<file path="src/hw/sapc_pkg.sv">
// Summary of operation
// - Read bits 0 to 15 return setpoints 1 to 16 state, 1 on.
// - Bits 16 to 31 hold remote flags of setpoints 1 to 16.
// - For a PID setpoint remote 1 means manual or off, 0 auto.
// - Remote plain setpoint: written status bit forces it off or on.
// - Remote PID setpoint: status 0 turns output off, 1 selects manual.
// - Writing remote 1 moves a loop to manual/off, 0 back to auto.
// - Status bits show setpoint state only, never relay state.
// - PID operation exists only for setpoints 1 to 5.
// - PID setpoints start in auto mode after reset.
// - Remote 0 runs loop in auto from the algorithm, status ignored.
// - Remote and status both 1: loop output equals manual-output value.
// - Remote 1, status 0: stop loop, clear error, integral and output.
// - Setpoints 6 to 16 take written status plainly as off or on.
// - Normal mode: state comes from the input versus setpoint compare.
// - Remote mode: only status writes change the setpoint state.
package sapc_pkg;
    localparam int WORD_W = 32;
    localparam int NUM_SP = 16;
    localparam int NUM_PID = 5;
    localparam int STATE_LSB = 0;
    localparam int REMOTE_LSB = 16;
    localparam int LOOP_W = 16;
    localparam int MAN_IDX_W = 3;
    localparam logic [NUM_SP-1:0] STATE_RST = 16'h0000;
    localparam logic [NUM_SP-1:0] REMOTE_RST = 16'h0000;
    localparam logic [LOOP_W-1:0] LOOP_RST = 16'h0000;
    localparam logic [WORD_W-1:0] WORD_RST = 32'h00000000;
    localparam int MODE_W = 3;

    typedef enum logic [MODE_W-1:0] {
        SAPC_AUTO = 3'h1,
        SAPC_MANUAL = 3'h2,
        SAPC_OFF = 3'h4
    } sapc_mode_t;
endpackage

</file>
<file path="src/hw/sapc_loop_if.sv">
`timescale 1ns/1ps
`default_nettype none
interface sapc_loop_if;
    import sapc_pkg::*;
    logic pidEnable;
    logic remote;
    logic state;
    logic [LOOP_W-1:0] manualValue;
    logic algoValid;
    logic [LOOP_W-1:0] algoErr;
    logic [LOOP_W-1:0] algoInt;
    logic [LOOP_W-1:0] algoOut;
    sapc_mode_t mode;
    logic [LOOP_W-1:0] prevError;
    logic [LOOP_W-1:0] integral;
    logic [LOOP_W-1:0] outValue;

    modport ctrl (
        output pidEnable, remote, state, manualValue,
        output algoValid, algoErr, algoInt, algoOut,
        input mode, prevError, integral, outValue
    );
    modport loop (
        input pidEnable, remote, state, manualValue,
        input algoValid, algoErr, algoInt, algoOut,
        output mode, prevError, integral, outValue
    );
endinterface
`default_nettype wire

</file>
<file path="src/hw/sapc_pid_loop.sv">
`timescale 1ns/1ps
`default_nettype none
module sapc_pid_loop (
    input wire logic sys_clk,
    input wire logic rst,
    input wire logic clkEn,
    sapc_loop_if.loop lp
);
    import sapc_pkg::*;
    sapc_mode_t next_mode;
    logic [LOOP_W-1:0] next_prevError;
    logic [LOOP_W-1:0] next_integral;
    logic [LOOP_W-1:0] next_outValue;

    always_comb begin
        next_mode = SAPC_AUTO;
        if (lp.pidEnable && lp.remote) begin
            next_mode = lp.state ? SAPC_MANUAL : SAPC_OFF;
        end
        next_prevError = lp.prevError;
        next_integral = lp.integral;
        next_outValue = lp.outValue;
        case (next_mode)
            SAPC_OFF: begin
                next_prevError = LOOP_RST;
                next_integral = LOOP_RST;
                next_outValue = LOOP_RST;
            end
            SAPC_MANUAL: begin
                next_outValue = lp.manualValue;
            end
            default: begin
                if (lp.pidEnable && lp.algoValid) begin
                    next_prevError = lp.algoErr;
                    next_integral = lp.algoInt;
                    next_outValue = lp.algoOut;
                end
            end
        endcase
    end

    always_ff @(posedge sys_clk) begin
        if (rst) begin
            lp.mode <= SAPC_AUTO;
            lp.prevError <= LOOP_RST;
            lp.integral <= LOOP_RST;
            lp.outValue <= LOOP_RST;
        end else if (clkEn) begin
            lp.mode <= next_mode;
            lp.prevError <= next_prevError;
            lp.integral <= next_integral;
            lp.outValue <= next_outValue;
        end
    end
endmodule // sapc_pid_loop
`default_nettype wire

</file>
<file path="src/hw/sapc_setpoint_cell.sv">
`timescale 1ns/1ps
`default_nettype none
module sapc_setpoint_cell (
    input wire logic sys_clk,
    input wire logic rst,
    input wire logic clkEn,
    input wire logic wrEn,
    input wire logic wrState,
    input wire logic wrRemote,
    input wire logic compareIn,
    output logic state,
    output logic remote
);
    import sapc_pkg::*;
    logic next_state;
    logic next_remote;

    always_comb begin
        next_remote = remote;
        next_state = state;
        if (wrEn) begin
            next_remote = wrRemote;
        end
        if (wrEn && wrRemote) begin
            next_state = wrState;
        end else if (!next_remote) begin
            next_state = compareIn;
        end
        // Remote without a write holds the state
    end

    always_ff @(posedge sys_clk) begin
        if (rst) begin
            state <= STATE_RST[0];
            remote <= REMOTE_RST[0];
        end else if (clkEn) begin
            state <= next_state;
            remote <= next_remote;
        end
    end
endmodule // sapc_setpoint_cell
`default_nettype wire

</file>
<file path="src/hw/sapc_top.sv">
`timescale 1ns/1ps
`default_nettype none
module sapc_top (
    input wire logic sys_clk,
    input wire logic rst,
    input wire logic clkEn,
    input wire logic regWrEn,
    input wire logic [sapc_pkg::WORD_W-1:0] regWrData,
    output logic [sapc_pkg::WORD_W-1:0] regRdData,
    input wire logic [sapc_pkg::NUM_SP-1:0] compareResult,
    input wire logic [sapc_pkg::NUM_PID-1:0] pidEnable,
    input wire logic manWrEn,
    input wire logic [sapc_pkg::MAN_IDX_W-1:0] manWrIdx,
    input wire logic [sapc_pkg::LOOP_W-1:0] manWrData,
    input wire logic [sapc_pkg::NUM_PID-1:0] pidAlgoValid,
    input wire logic [sapc_pkg::NUM_PID*sapc_pkg::LOOP_W-1:0] pidAlgoErr,
    input wire logic [sapc_pkg::NUM_PID*sapc_pkg::LOOP_W-1:0] pidAlgoInt,
    input wire logic [sapc_pkg::NUM_PID*sapc_pkg::LOOP_W-1:0] pidAlgoOut,
    output logic [sapc_pkg::NUM_SP-1:0] setpointState,
    output logic [sapc_pkg::NUM_SP-1:0] setpointRemote,
    output logic [sapc_pkg::NUM_PID*sapc_pkg::MODE_W-1:0] loopMode,
    output logic [sapc_pkg::NUM_PID*sapc_pkg::LOOP_W-1:0] loopOutput,
    output logic [sapc_pkg::NUM_PID*sapc_pkg::LOOP_W-1:0] loopPrevError,
    output logic [sapc_pkg::NUM_PID*sapc_pkg::LOOP_W-1:0] loopIntegral
);
    import sapc_pkg::*;

    logic [NUM_SP-1:0] stateVec;
    logic [NUM_SP-1:0] remoteVec;
    logic [LOOP_W-1:0] manualValue [NUM_PID];
    logic [LOOP_W-1:0] next_manualValue [NUM_PID];
    logic [WORD_W-1:0] next_regRdData;
    sapc_mode_t modeVec [NUM_PID];

    // Setpoint state and remote flags, one cell per setpoint
    genvar g;
    generate
        for (g = 0; g < NUM_SP; g++) begin : gSp
            sapc_setpoint_cell uCell (
                .sys_clk(sys_clk),
                .rst(rst),
                .clkEn(clkEn),
                .wrEn(regWrEn),
                .wrState(regWrData[STATE_LSB+g]),
                .wrRemote(regWrData[REMOTE_LSB+g]),
                .compareIn(compareResult[g]),
                .state(stateVec[g]),
                .remote(remoteVec[g])
            );
        end
    endgenerate

    // Loop manual-output values, written by index
    always_comb begin
        for (int i = 0; i < NUM_PID; i++) begin
            next_manualValue[i] = manualValue[i];
            if (manWrEn && manWrIdx == MAN_IDX_W'(i)) begin
                next_manualValue[i] = manWrData;
            end
        end
    end

    always_ff @(posedge sys_clk) begin
        if (rst) begin
            for (int i = 0; i < NUM_PID; i++) begin
                manualValue[i] <= LOOP_RST;
            end
        end else if (clkEn) begin
            for (int i = 0; i < NUM_PID; i++) begin
                manualValue[i] <= next_manualValue[i];
            end
        end
    end

    // Only the first setpoints carry a loop; the rest stay plain on/off
    generate
        for (g = 0; g < NUM_PID; g++) begin : gPid
            sapc_loop_if lif ();
            assign lif.pidEnable = pidEnable[g];
            assign lif.remote = remoteVec[g];
            assign lif.state = stateVec[g];
            assign lif.manualValue = manualValue[g];
            assign lif.algoValid = pidAlgoValid[g];
            assign lif.algoErr = pidAlgoErr[g*LOOP_W +: LOOP_W];
            assign lif.algoInt = pidAlgoInt[g*LOOP_W +: LOOP_W];
            assign lif.algoOut = pidAlgoOut[g*LOOP_W +: LOOP_W];
            sapc_pid_loop uLoop (
                .sys_clk(sys_clk),
                .rst(rst),
                .clkEn(clkEn),
                .lp(lif.loop)
            );
            assign modeVec[g] = lif.mode;
            assign loopMode[g*MODE_W +: MODE_W] = lif.mode;
            assign loopOutput[g*LOOP_W +: LOOP_W] = lif.outValue;
            assign loopPrevError[g*LOOP_W +: LOOP_W] = lif.prevError;
            assign loopIntegral[g*LOOP_W +: LOOP_W] = lif.integral;
        end
    endgenerate

    assign setpointState = stateVec;
    assign setpointRemote = remoteVec;

    // Readback shows setpoint decisions only; relay timing is elsewhere
    always_comb begin
        next_regRdData = WORD_RST;
        next_regRdData[STATE_LSB +: NUM_SP] = stateVec;
        next_regRdData[REMOTE_LSB +: NUM_SP] = remoteVec;
    end

    always_ff @(posedge sys_clk) begin
        if (rst) begin
            regRdData <= WORD_RST;
        end else if (clkEn) begin
            regRdData <= next_regRdData;
        end
    end

    generate
        for (g = 0; g < NUM_PID; g++) begin : gChk

        end
    endgenerate
endmodule // sapc_top
`default_nettype wire
</file>
<file path="config.mk">
export PLATFORM = sky130hd
export DESIGN_NAME = sapc_top
export DESIGN_NICKNAME = d
export VERILOG_FILES = /design/src/hw/sapc_pkg.sv /design/src/hw/sapc_loop_if.sv /design/src/hw/sapc_pid_loop.sv /design/src/hw/sapc_setpoint_cell.sv /design/src/hw/sapc_top.sv
export SDC_FILE = /design/constraint.sdc
export NUM_CORES = 1
export LEC_CHECK = 0
export BUFFER_PORTS_ARGS = -buffer_cell sky130_fd_sc_hd__buf_2
export CELL_PAD_IN_SITES_DETAIL_PLACEMENT = 1
export CELL_PAD_IN_SITES_GLOBAL_PLACEMENT = 2
export CORE_AREA = 2 2 248 250
export DETAILED_ROUTE_END_ITERATION = 10
export DIE_AREA = 0 0 250 252
export PLACE_DENSITY_LB_ADDON = 0.1
export RECOVER_POWER = 50
export SLEW_MARGIN = 20
export SYNTH_ARGS = -nofsm -noshare
export SYNTH_HDL_FRONTEND = slang
export SYNTH_SLANG_ARGS = --single-unit
</file>
<file path="constraint.sdc">
create_clock -name sys_clk -period 5.7 [get_ports sys_clk]
set_input_delay 1.425 -clock sys_clk [delete_from_list [all_inputs] [get_ports sys_clk]]
set_output_delay 1.425 -clock sys_clk [all_outputs]
set_load 0.05 [all_outputs]
</file>
# ---- Yosys cells after proc, flatten, opt, wreduce, memory -nomap -nowiden
# Memory sizes are Yosys's and may differ from the RTL's.
# Index checks and enable logic that the tools add are counted.
dict set report totals {
  elab_cells 265
  out_inout_bits 319
  n_memories 1
  inputBits 322
  mem_bits_rw 80
  ff_bits 319
}
# name depth word_bits read_ports rd_clocked_by_memory_dff write_ports line_no
set memory_table {}
lappend memory_table {manualValue 5 16 5 0 5 sapc_top.sv:30} ;# logic [LOOP_W-1:0] manualValue [NUM_PID];
dict set report classes {
  n_eq_ne 30
  n_reduce_logical 68
  bitwise_logic 10
  n_mux 103
}
# operator n
set op_table {}
lappend op_table {{case mux 16 bit (2 select lines)} 15}
lappend op_table {{two-way mux 16 bit} 25}
lappend op_table {{two-way mux 1 bit} 53}
lappend op_table {{AND reduction 2 bit} 21}
lappend op_table {{inequality test 2 bit (second input constant)} 16}
lappend op_table {{logical AND 1 bit} 31}
lappend op_table {{two-way mux 3 bit} 10}
lappend op_table {{== test 3 x 2 -> 1 bit (second input constant)} 7}
lappend op_table {{== test 3 bit (second input constant)} 6}
lappend op_table {{AND reduction 3 bit} 5}
lappend op_table {{nonzero test 3 bit} 5}
lappend op_table {{nonzero test 2 bit} 5}
lappend op_table {{NOT 1 bit} 5}
lappend op_table {{OR 1 bit} 5}
lappend op_table {{== test 3 x 1 -> 1 bit (second input constant)} 1}
lappend op_table {{zero test 3 bit} 1}

# ---- Logic depth before layout (Yosys ltp)
# Gate-level depths: netlist of the first run.
dict set report depth {
  word_depth 5
  depth_mapped 7
  mapped_depth_nobuf 3
}

# ---- Hierarchy
# From an unflattened synthesis of the first run, not the netlist that was laid out.
dict set report unflattened {
  cells_unflattened 1227
  area_unflattened_um2 14606.5
}
# module cells_each seq_area_each_um2 area_each_um2 n_inst
set by_module_without_submodules {}
lappend by_module_without_submodules {sapc_pid_loop 166 1021.0 1866.8 5}
lappend by_module_without_submodules {sapc_top 221 3042.9 3811.2 1}
lappend by_module_without_submodules {sapc_setpoint_cell 11 40.0 91.3 16}

# ---- Worst setup path before layout of the first run
# Ideal clock, no wire load.
dict set report synth_timing {
  path_kind {input to register}
  start {input port clkEn}
  end {memory manualValue[1][0] (netlist: manualValue[0][16]), enable pin}
  n_path_buf 2
  arrival_time_ns 3.149
  required_ns 5.289
  path_slack_ns 2.140
  setup_time_ns 0.411
  cell_stages 5
  path_cell_list {buf_6 > buf_2 > and3b_1 > nand2_1 > o21ai_0}
}
# element line_no
set synth_rtl {}
lappend synth_rtl {{start: declaration} sapc_top.sv:6} ;# input wire logic clkEn,
lappend synth_rtl {{end: declaration} sapc_top.sv:30}

# ---- Final worst setup path of the first run
dict set report layout_timing {
  start {input port rst}
  end {register gSp[14].uCell.state}
}
# element line_no
set layout_rtl {}
lappend layout_rtl {{start: declaration} sapc_top.sv:5} ;# input wire logic rst,
lappend layout_rtl {{end signal: assignment} sapc_setpoint_cell.sv:34} ;# state <= STATE_RST[0];
lappend layout_rtl {{end signal: assignment} sapc_setpoint_cell.sv:37} ;# state <= next_state;
lappend layout_rtl {{end: declaration} sapc_setpoint_cell.sv:11} ;# output logic state,
# No word-level cell between the ends.

==> impl_results.md, run 1 <==
- Finished Core Util: 31.9%
- Postcts setup bufs: 0
- Final instance area: 19200 sq um
- CP Launch Type: input pin
- Fin. Hold Viols: 0
- Reg2Reg Depth: 3
- Final GP Congestion: 0.848
- Reg2Reg Setup Slack: 3.67 ns
- Drt first pass iters: 4
- Layout cell share with drive strength beyond 1: 23.4%
- Die height: 252 um
- Io pins: 641
- Slew Viols, Final: 137
- Vias per inst: 4.83
- CTS max path bufs: 3
- Core Rows: 90
- Max-cap violation count: 3
- Root Buffer: clkbuf_16
- Depth of the CTS H-tree: 2
- Top fanout value on the critical path: 74
- Clock transition at path regs: 0.06 ns
- Routed WL: 64300 um
- Largest net degree at the start of global routing: 165
- Total Power: 7.00 mW
- Worst-path cell chain: buf_4 -> clkbuf_1 -> a311oi_1
- Sum Neg Setup Slack: 0 ns
- Most frequent cells in the layout: 343 x buf_2, 319 x dfxtp_1, 310 x clkbuf_1, 160 x a32o_1, 118 x nor2_1
- Flip-flop and latch count after synthesis: 399
- CTS buffer count: 47
- Total gr overflow: 0
- Hold EP: gPid[4].uLoop.lp.mode[2]
- Worst reg2reg endpoint: gPid[3].uLoop.lp.outValue[3]
- GRT Overall Usage: 19.4%
- Die area: 63000 sq um
- Number of buffers and inverters on the critical path: 2
- Synthesized instance count: 1254
- DP Wirelength: 47900 um
- Drt wl/cell: 24.4 um
- First-pass GRT wire length: 91000 um
- Die width: 250 um
- Critical setup path kind: in -> reg
- Ys Warns: 0
- Starting density of the core: 24.3%
- Nets: 2129
- CTS Hold Bufs: 0
- Filler instances: 6958
- Hold path startpoint: gPid[4].uLoop.lp.mode[2]
- Area delta synth->final: 31.5%
- Final period util: 71.0%
- CTS tree: done
- Vias: 12700
- VDD IR max: 182 uV
- Post-Syn Area per Cell: 11.6 sq um
- Post-Syn Area: 14600 sq um
- Cell area power density: 365 nW/um^2
- Port Buffer Count: 640
- Worst-margin pin slew: 3.66 ns
- Failing checks: max-capacitance violations, max-slew violations
- Slew Limit Headroom: -144%
- Status: finished with violations
- Post-synth net total: 1576
- Clock period minus final worst setup slack: 4.05 ns
- Leakage: 7.59 nW
- F_max: 247 MHz
- Crit path required time: 5.96 ns
- Worst skew pair latency: 0.58 ns
- Top Family by Delay on Critical Path: buffers and inverters
- Worst path max stage delay: 2.58 ns
- Final ANT Viol Nets: 0
- Crit. End Element: flop
- Hold Path Stages: 2
- WP data arrival: 4.30 ns
- Worst Setup Slack, final: 1.65 ns
- Initial antenna violation count: 25
- CTS Sinks: 399
- RSZ-0062 raised after global routing: no
- Post-CTS Resized: 0
- DRC: 0
- Setup Skew: 0.0161 ns
- CP max stage cell: clkbuf_1
- Dpl ws: 2.04 ns
- CORE AREA: 60100 sq um
- Synth cell types: 29
- Final setup violation count: 0
- Commonest non-fill, non-tap cell in the layout: buf_2
- Seq/Total Area, Yosys: 60.2%
- DP Area: 18000 sq um
- Initial detailed-routing violation count: 532
- Vias in the first global route: 12800
- Worst hold path class: reg -> reg
-- report_power, final --
part           leakage (nW)  switching, mW  total (mW)  internal (mW)
Combinational          3.46          0.637       0.848          0.211
Sequential             3.37         0.0839        3.11           3.03
Clock                 0.758           1.23        3.04           1.81
-- sequential cells by signal, indices dropped and copies added, names as in the netlist, named ones only --
signal                   cells
gPid.uLoop.lp.integral      80
gPid.uLoop.lp.mode          15
gPid.uLoop.lp.outValue      80
gPid.uLoop.lp.prevError     80
gSp.uCell.remote            11
gSp.uCell.state             16
manualValue                 80
regRdData                   32
-- worst register-to-register path: stages, from the launching register on --
cell	delay, ns
dfxtp_1	0.80
nand2_1	0.55
a221oi_1	0.49
nor2_1	0.08
-- synthesized netlist by cell type (all sizes together) --
| master | n | area share [%] |
|---|---|---|
| nand3b | 1 | 0.051 |
| and2 | 17 | 0.73 |
| nand4b | 5 | 0.30 |
| a21oi | 37 | 1.3 |
| dfxtp | 319 | 44 |
| mux2i | 53 | 3.6 |
| a41o | 1 | 0.069 |
| buf | 105 | 4.9 |
| a221oi | 80 | 4.8 |
| nor2 | 118 | 3.0 |
| and3b | 1 | 0.060 |
| nand2b | 21 | 0.90 |
| edfxtp | 80 | 16 |
| a32o | 160 | 11 |
| and3 | 10 | 0.43 |
| nor2b | 11 | 0.52 |
| clkbuf | 47 | 1.2 |
| a311oi | 16 | 0.96 |
| o21ai | 86 | 2.9 |
| o211ai | 10 | 0.72 |
| inv | 1 | 0.026 |
| o211a | 5 | 0.34 |
| nand2 | 64 | 1.6 |
| nand3 | 6 | 0.21 |
-- worst max-delay path by stage --
stage          depth (start not counted)  slack [ns]                            end   from
6_report                               3        1.65            gSp[14].uCell.state    rst
5_1_grt                                3        1.28                   regRdData[7]    rst
4_1_cts                                1        2.45              setpointRemote[3]   flop
3_5_place_dp                           5        2.04  gPid[0].uLoop.lp.outValue[10]    rst
3_3_place_gp                           5        2.11  gPid[4].uLoop.lp.prevError[8]  clkEn
2_1_floorplan                          5        2.14             manualValue[0][16]  clkEn
-- stage by stage --
stage | hold slack (ns) | instances
2_1_floorplan | 0.463 | 1254
3_3_place_gp | 0.454 | 2540
3_5_place_dp | 0.460 | 2540
4_1_cts | 0.469 | 2626
5_1_grt | 0.485 | 2629
6_report | 0.470 | 2634
-- cells by family (layout without fill, tap and decap cells) --
logic type / Yosys count / in the layout / synth area share [%]
flip-flops: 399 / 399 / 60.2
AO/OA/AOI/OAI: 395 / 395 / 22.1
AND/OR/NAND/NOR: 254 / 254 / 7.88
buffers and inverters: 153 / 743 / 6.16
multiplexers: 53 / 53 / 3.64
other: 0 / 8 / 0
-- layer usage --
| layer | wire (um) | share of wire [%] | global-route usage, % |
|---|---|---|---|
| met5 | 154 | 0.24 | 0 |
| met4 | 1570 | 2.4 | 5.32 |
| met3 | 4590 | 7.1 | 6.11 |
| met2 | 32400 | 50 | 35.0 |
| met1 | 25600 | 40 | 22.1 |
-- final cells by class --
class	instances	area (sq um)	area share, %
multi-input cells	702	4890	25.5
diodes	8	20.0	0.104
clock buffers	69	1380	7.20
inverters	1	11.3	0.0587
well taps	782	978	5.10
flip-flops and latches	399	8790	45.8
clock inverters	17	169	0.880
repair buffers	656	2950	15.4
Note: power is estimated with default switching activity, not from simulation.
==> run 2, diff against run 1 <==
- CORE_AREA: 2 2 248 250 -> default
- CORE_ASPECT_RATIO: default -> 0.6
- CORE_UTILIZATION: default -> 26
- DIE_AREA: 0 0 250 252 -> default
- clock period: 5.7 -> 3.5 ns (I/O delays scaled with it)
==> impl_results.md, run 2 (synthesis results as in run 1) <==
- Status: finished with violations
- Failing checks: max-capacitance violations, max-slew violations
- Clock transition at path regs: 0.06 ns
- Layout cell share with drive strength beyond 1: 30.3%
- Vias per inst: 4.89
- Crit path required time: 3.98 ns
- Final period util: 80.6%
- CTS max path bufs: 3
- Die area: 57100 sq um
- Commonest non-fill, non-tap cell in the layout: buf_2
- CP Launch Type: input pin
- Worst path max stage delay: 1.28 ns
- First-pass GRT wire length: 84900 um
- RSZ-0062 raised after global routing: no
- Worst-path cell chain: buf_4 -> inv_8 -> clkbuf_4 -> o21ai_0 -> nor2_1
- Port Buffer Count: 640
- VDD IR max: 268 uV
- Starting density of the core: 26.6%
- Register area: 8790 sq um
- Slew Limit Headroom: -3.04%
- WP data arrival: 3.30 ns
- Die width: 308 um
- Depth of the CTS H-tree: 2
- Initial antenna violation count: 11
- CP max stage cell: clkbuf_4
- CTS buffer count: 43
- GRT Overall Usage: 19.7%
- Root Buffer: clkbuf_16
- Worst skew pair latency: 0.55 ns
- F_max: 355 MHz
- Top fanout value on the critical path: 129
- Vias: 12700
- Routed WL: 59600 um
- Postcts setup bufs: 0
- Largest net degree at the start of global routing: 130
- Met2 usage: 33.7%
- Fin. Hold Viols: 0
- Number of buffers and inverters on the critical path: 3
- Nets: 2132
- Most frequent cells in the layout: 463 x buf_2, 319 x dfxtp_1, 191 x clkbuf_1, 160 x a32o_1, 118 x nor2_1
- CORE AREA: 54800 sq um
- Worst hold slack: 0.471 ns
- Critical setup path kind: in -> reg
- Final ANT Viol Nets: 0
- Post-CTS Resized: 0
- Final setup violation count: 0
- Worst hold path class: reg -> reg
- Setup Skew: 0.0122 ns
- Leakage: 8.05 nW
- Top Family by Delay on Critical Path: buffers and inverters
- Crit. End Element: flop
- Cell area power density: 579 nW/um^2
- DP Wirelength: 44200 um
- Total gr overflow: 0
- Slew Viols, Final: 130
- CTS Hold Bufs: 0
- Initial detailed-routing violation count: 750
- Final GP Congestion: 0.774
- Core Rows: 66
- Multi-input gate area: 4900 sq um
- Drt first pass iters: 5
- Met3 Use GR: 3.93%
- Filler instances: 6313
- Clock period minus final worst setup slack: 2.82 ns
- Worst-margin pin slew: 1.55 ns
- Max-cap violation count: 1
- CTS tree: done
- Io pins: 641
- Sum Neg Setup Slack: 0 ns
- CTS Sinks: 399
- Drt wl/cell: 22.9 um
- Die height: 185 um
- DRC: 0
- GR peak layer: met2
- Vias in the first global route: 12800
- GR Util met1: 25.5%
- Area delta synth->final: 31.8%
-- run 2: cell count changes in the layout (fill, tap and decap cells not counted), moves of 3 or more --
cell / delta
buf_2: +120
clkbuf_1: -119
and2_0: +15
and2_1: -15
clkinv_1: -6
clkbuf_16: -4
clkinv_2: +3
-- run 2: worst register-to-register path: stages (launching register included) --
cell      delay [ns]
dfxtp_1         0.74
nand2_1         0.61
a221oi_1        0.50
nor2_1          0.09
-- run 2: layout make-up --
| type | count | share of cell area (%) |
|---|---|---|
| sequential | 399 | 45.7 |
| timing repair buffer | 663 | 16.3 |
| multi-input combinational | 702 | 25.5 |
| inverter | 1 | 0.0585 |
| antenna | 7 | 0.0911 |
| tap | 748 | 4.87 |
| clock buffer | 65 | 6.76 |
| clock inverter | 15 | 0.748 |
-- run 2: path summary, 6_finish.rpt --
kind                                    to  slack (ns)                     start  cells after the start
min reg2reg       gPid[3].uLoop.lp.mode[2]        0.47  gPid[3].uLoop.lp.mode[2]                      2
min               gPid[3].uLoop.lp.mode[2]        0.47  gPid[3].uLoop.lp.mode[2]                      2
max reg2reg  gPid[0].uLoop.lp.outValue[11]        1.44                      flop                      3
max           gPid[3].uLoop.lp.outValue[0]        0.68                       rst                      5
-- run 2: report_power, final --
group / internal, mW / total (mW) / switching (mW)
logic: 0.360 / 1.38 / 1.02
registers: 4.92 / 5.06 / 0.134
clock network: 2.73 / 4.69 / 1.97
-- run 2: routing by layer --
metal | share of wire, % | routed length, um
met1 | 43 | 25600
met2 | 50 | 29700
met3 | 5.0 | 2960
met4 | 2.0 | 1210
met5 | 0.040 | 24
-- run 2: metrics by stage --
| stage | cell area (sq um) | power, mW | setup WS [ns] | utilization [%] | instances |
|---|---|---|---|---|---|
| 6_report | 19200 | 11.1 | 0.680 | 35.1 | 2600 |
| 5_1_grt | 19200 | 11.6 | 0.492 | 35.1 | 2598 |
| 4_1_cts | 19500 | 11.3 | 0.881 | 35.5 | 2593 |
| 3_5_place_dp | 18000 | 6.58 | 0.821 | 32.9 | 2513 |
| 3_3_place_gp | 18000 | 6.56 | 0.877 | 32.9 | 2513 |
| 2_1_floorplan | 14600 | 6.05 | 0.490 | - | 1254 |
==> run 3, diff against run 2 <==
- CORE_UTILIZATION: 26 -> 28
- clock period: 3.5 -> 2.6 ns (I/O delays scaled with it)
==> impl_results.md, run 3 (synthesis results as in run 1) <==
- Status: finished clean
- Sw Share: 27.7%
- Worst Setup Slack, final: 0.295 ns
- Internal power: 10.7 mW
- Initial antenna violation count: 8
- Routed WL: 58900 um
- Clock period minus final worst setup slack: 2.30 ns
- Crit path required time: 2.94 ns
- Final ANT Viol Nets: 0
- CP Launch Type: input pin
- Final period util: 88.7%
- Clock network power share: 41.3%
- Fin. Hold Viols: 0
- Max-cap violation count: 0
- Area delta synth->final: 32.6%
- Die height: 179 um
- DRC: 0
- Port Buffer Count: 640
- Initial detailed-routing violation count: 652
- Cell area power density: 765 nW/um^2
- Largest net degree at the start of global routing: 86
- Worst hold path class: in -> reg
- Setup crit end: manualValue[0][63]
- CTS buffer count: 42
- Top fanout value on the critical path: 23
- Total gr overflow: 0
- Postcts setup bufs: 0
- Die width: 297 um
- Slew Limit Headroom: 19.7%
- Worst reg2reg endpoint: gPid[2].uLoop.lp.outValue[6]
- Crit. End Element: flop
- Final setup violation count: 0
- CTS Hold Bufs: 0
- Clock transition at path regs: 0.06 ns
- Die area: 53100 sq um
- CTS max path bufs: 3
- Total Power: 14.8 mW
- Core Rows: 64
- CORE AREA: 51200 sq um
- Reg2Reg Setup Slack: 0.38 ns
- CTS tree: done
- Sum Neg Setup Slack: 0 ns
- First-pass GRT wire length: 83400 um
- Register share of total power: 46.0%
- Slew Viols, Final: 0
- VDD IR max: 412 uV
- Starting density of the core: 28.5%
- Layout cell share with drive strength beyond 1: 37.7%
- Nets: 2143
- Post-CTS Resized: 0
- Reg2Reg Depth: 4
- Vias in the first global route: 12600
- Drt wl/cell: 23.1 um
- P_sw: 4.10 mW
- Drt first pass iters: 5
- Combinational fraction of design power: 12.8%
- Worst hold slack: 0.306 ns
- RSZ-0062 raised after global routing: no
- CTS Sinks: 399
- DP Wirelength: 43900 um
- Io pins: 641
- Final GP Congestion: 0.782
- Worst-margin pin slew: 1.20 ns
- GRT Overall Usage: 21.0%
- F_max: 434 MHz
- Setup Skew: 0.0112 ns
- Setup crit start: clkEn
- Commonest non-fill, non-tap cell in the layout: buf_2
- Dpl ws: 0.397 ns
- Critical setup path kind: in -> reg
- Most frequent cells in the layout: 599 x buf_2, 319 x dfxtp_1, 160 x a32o_1, 118 x nor2_1, 86 x o21ai_0
- WP data arrival: 2.64 ns
- Leakage: 8.64 nW
- Vias per inst: 4.99
- Vias: 12700
- Depth of the CTS H-tree: 2
- Worst skew pair latency: 0.55 ns
- Root Buffer: clkbuf_16
- Finished Core Util: 37.8%
run 3: cell type report:
type	instances	area [sq um]
Timing Repair Buffer	675	3390
Clock inverter	13	163
Sequential cell	399	8790
Fill cell	5823	31800
Inverter	1	8.76
Multi-Input combinational cell	702	4900
Clock buffer	62	1220
Antenna cell	7	17.5
Tap cell	693	867
run 3: routing by layer:
metal | up-vias | part of all wire, % | track usage (%) | wire (um)
li1 | 5918 | - | - | -
met1 | 6408 | 44 | 27.6 | 25700
met2 | 346 | 50 | 35.8 | 29400
met3 | 70 | 4.6 | 3.37 | 2690
met4 | 2 | 1.9 | 5.20 | 1110
met5 | - | 0.022 | 0 | 13
run 3: worst min-delay path by stage:
stage,start,endpoint,depth (start not counted)
3_3_place_gp,gPid[3].uLoop.lp.mode[2],gPid[3].uLoop.lp.mode[2],2
6_report,pidAlgoInt[1],gPid[0].uLoop.lp.integral[1],2
2_1_floorplan,gSp[10].uCell.remote,gSp[10].uCell.remote,2
4_1_cts,pidAlgoInt[37],gPid[2].uLoop.lp.integral[5],2
5_1_grt,pidAlgoErr[72],gPid[4].uLoop.lp.prevError[8],2
3_5_place_dp,gPid[2].uLoop.lp.mode[0],gPid[2].uLoop.lp.mode[0],2
run 3: power groups by stage:
| stage | Sequential [mW] | Combinational [mW] | Clock [mW] |
|---|---|---|---|
| floorplan | 7.48 | 0.665 | 0 |
| global placement | 6.93 | 1.90 | 0 |
| detailed placement | 6.94 | 1.92 | 0 |
| CTS | 6.81 | 1.93 | 6.34 |
| global route | 6.84 | 2.01 | 6.60 |
| finish | 6.81 | 1.89 | 6.11 |
run 3: critical path, cell delays in order:
cell      delay [ns]
clkbuf_2        0.42
nor2b_1         0.45
clkbuf_1        0.68
and2_0          0.41
run 3: through the flow:
stage / cells / cell area [sq um]
floorplan: 1254 / 14600
global placement: 2470 / 18100
detailed placement: 2470 / 18100
CTS: 2545 / 19400
global route: 2552 / 19300
finish: 2552 / 19300
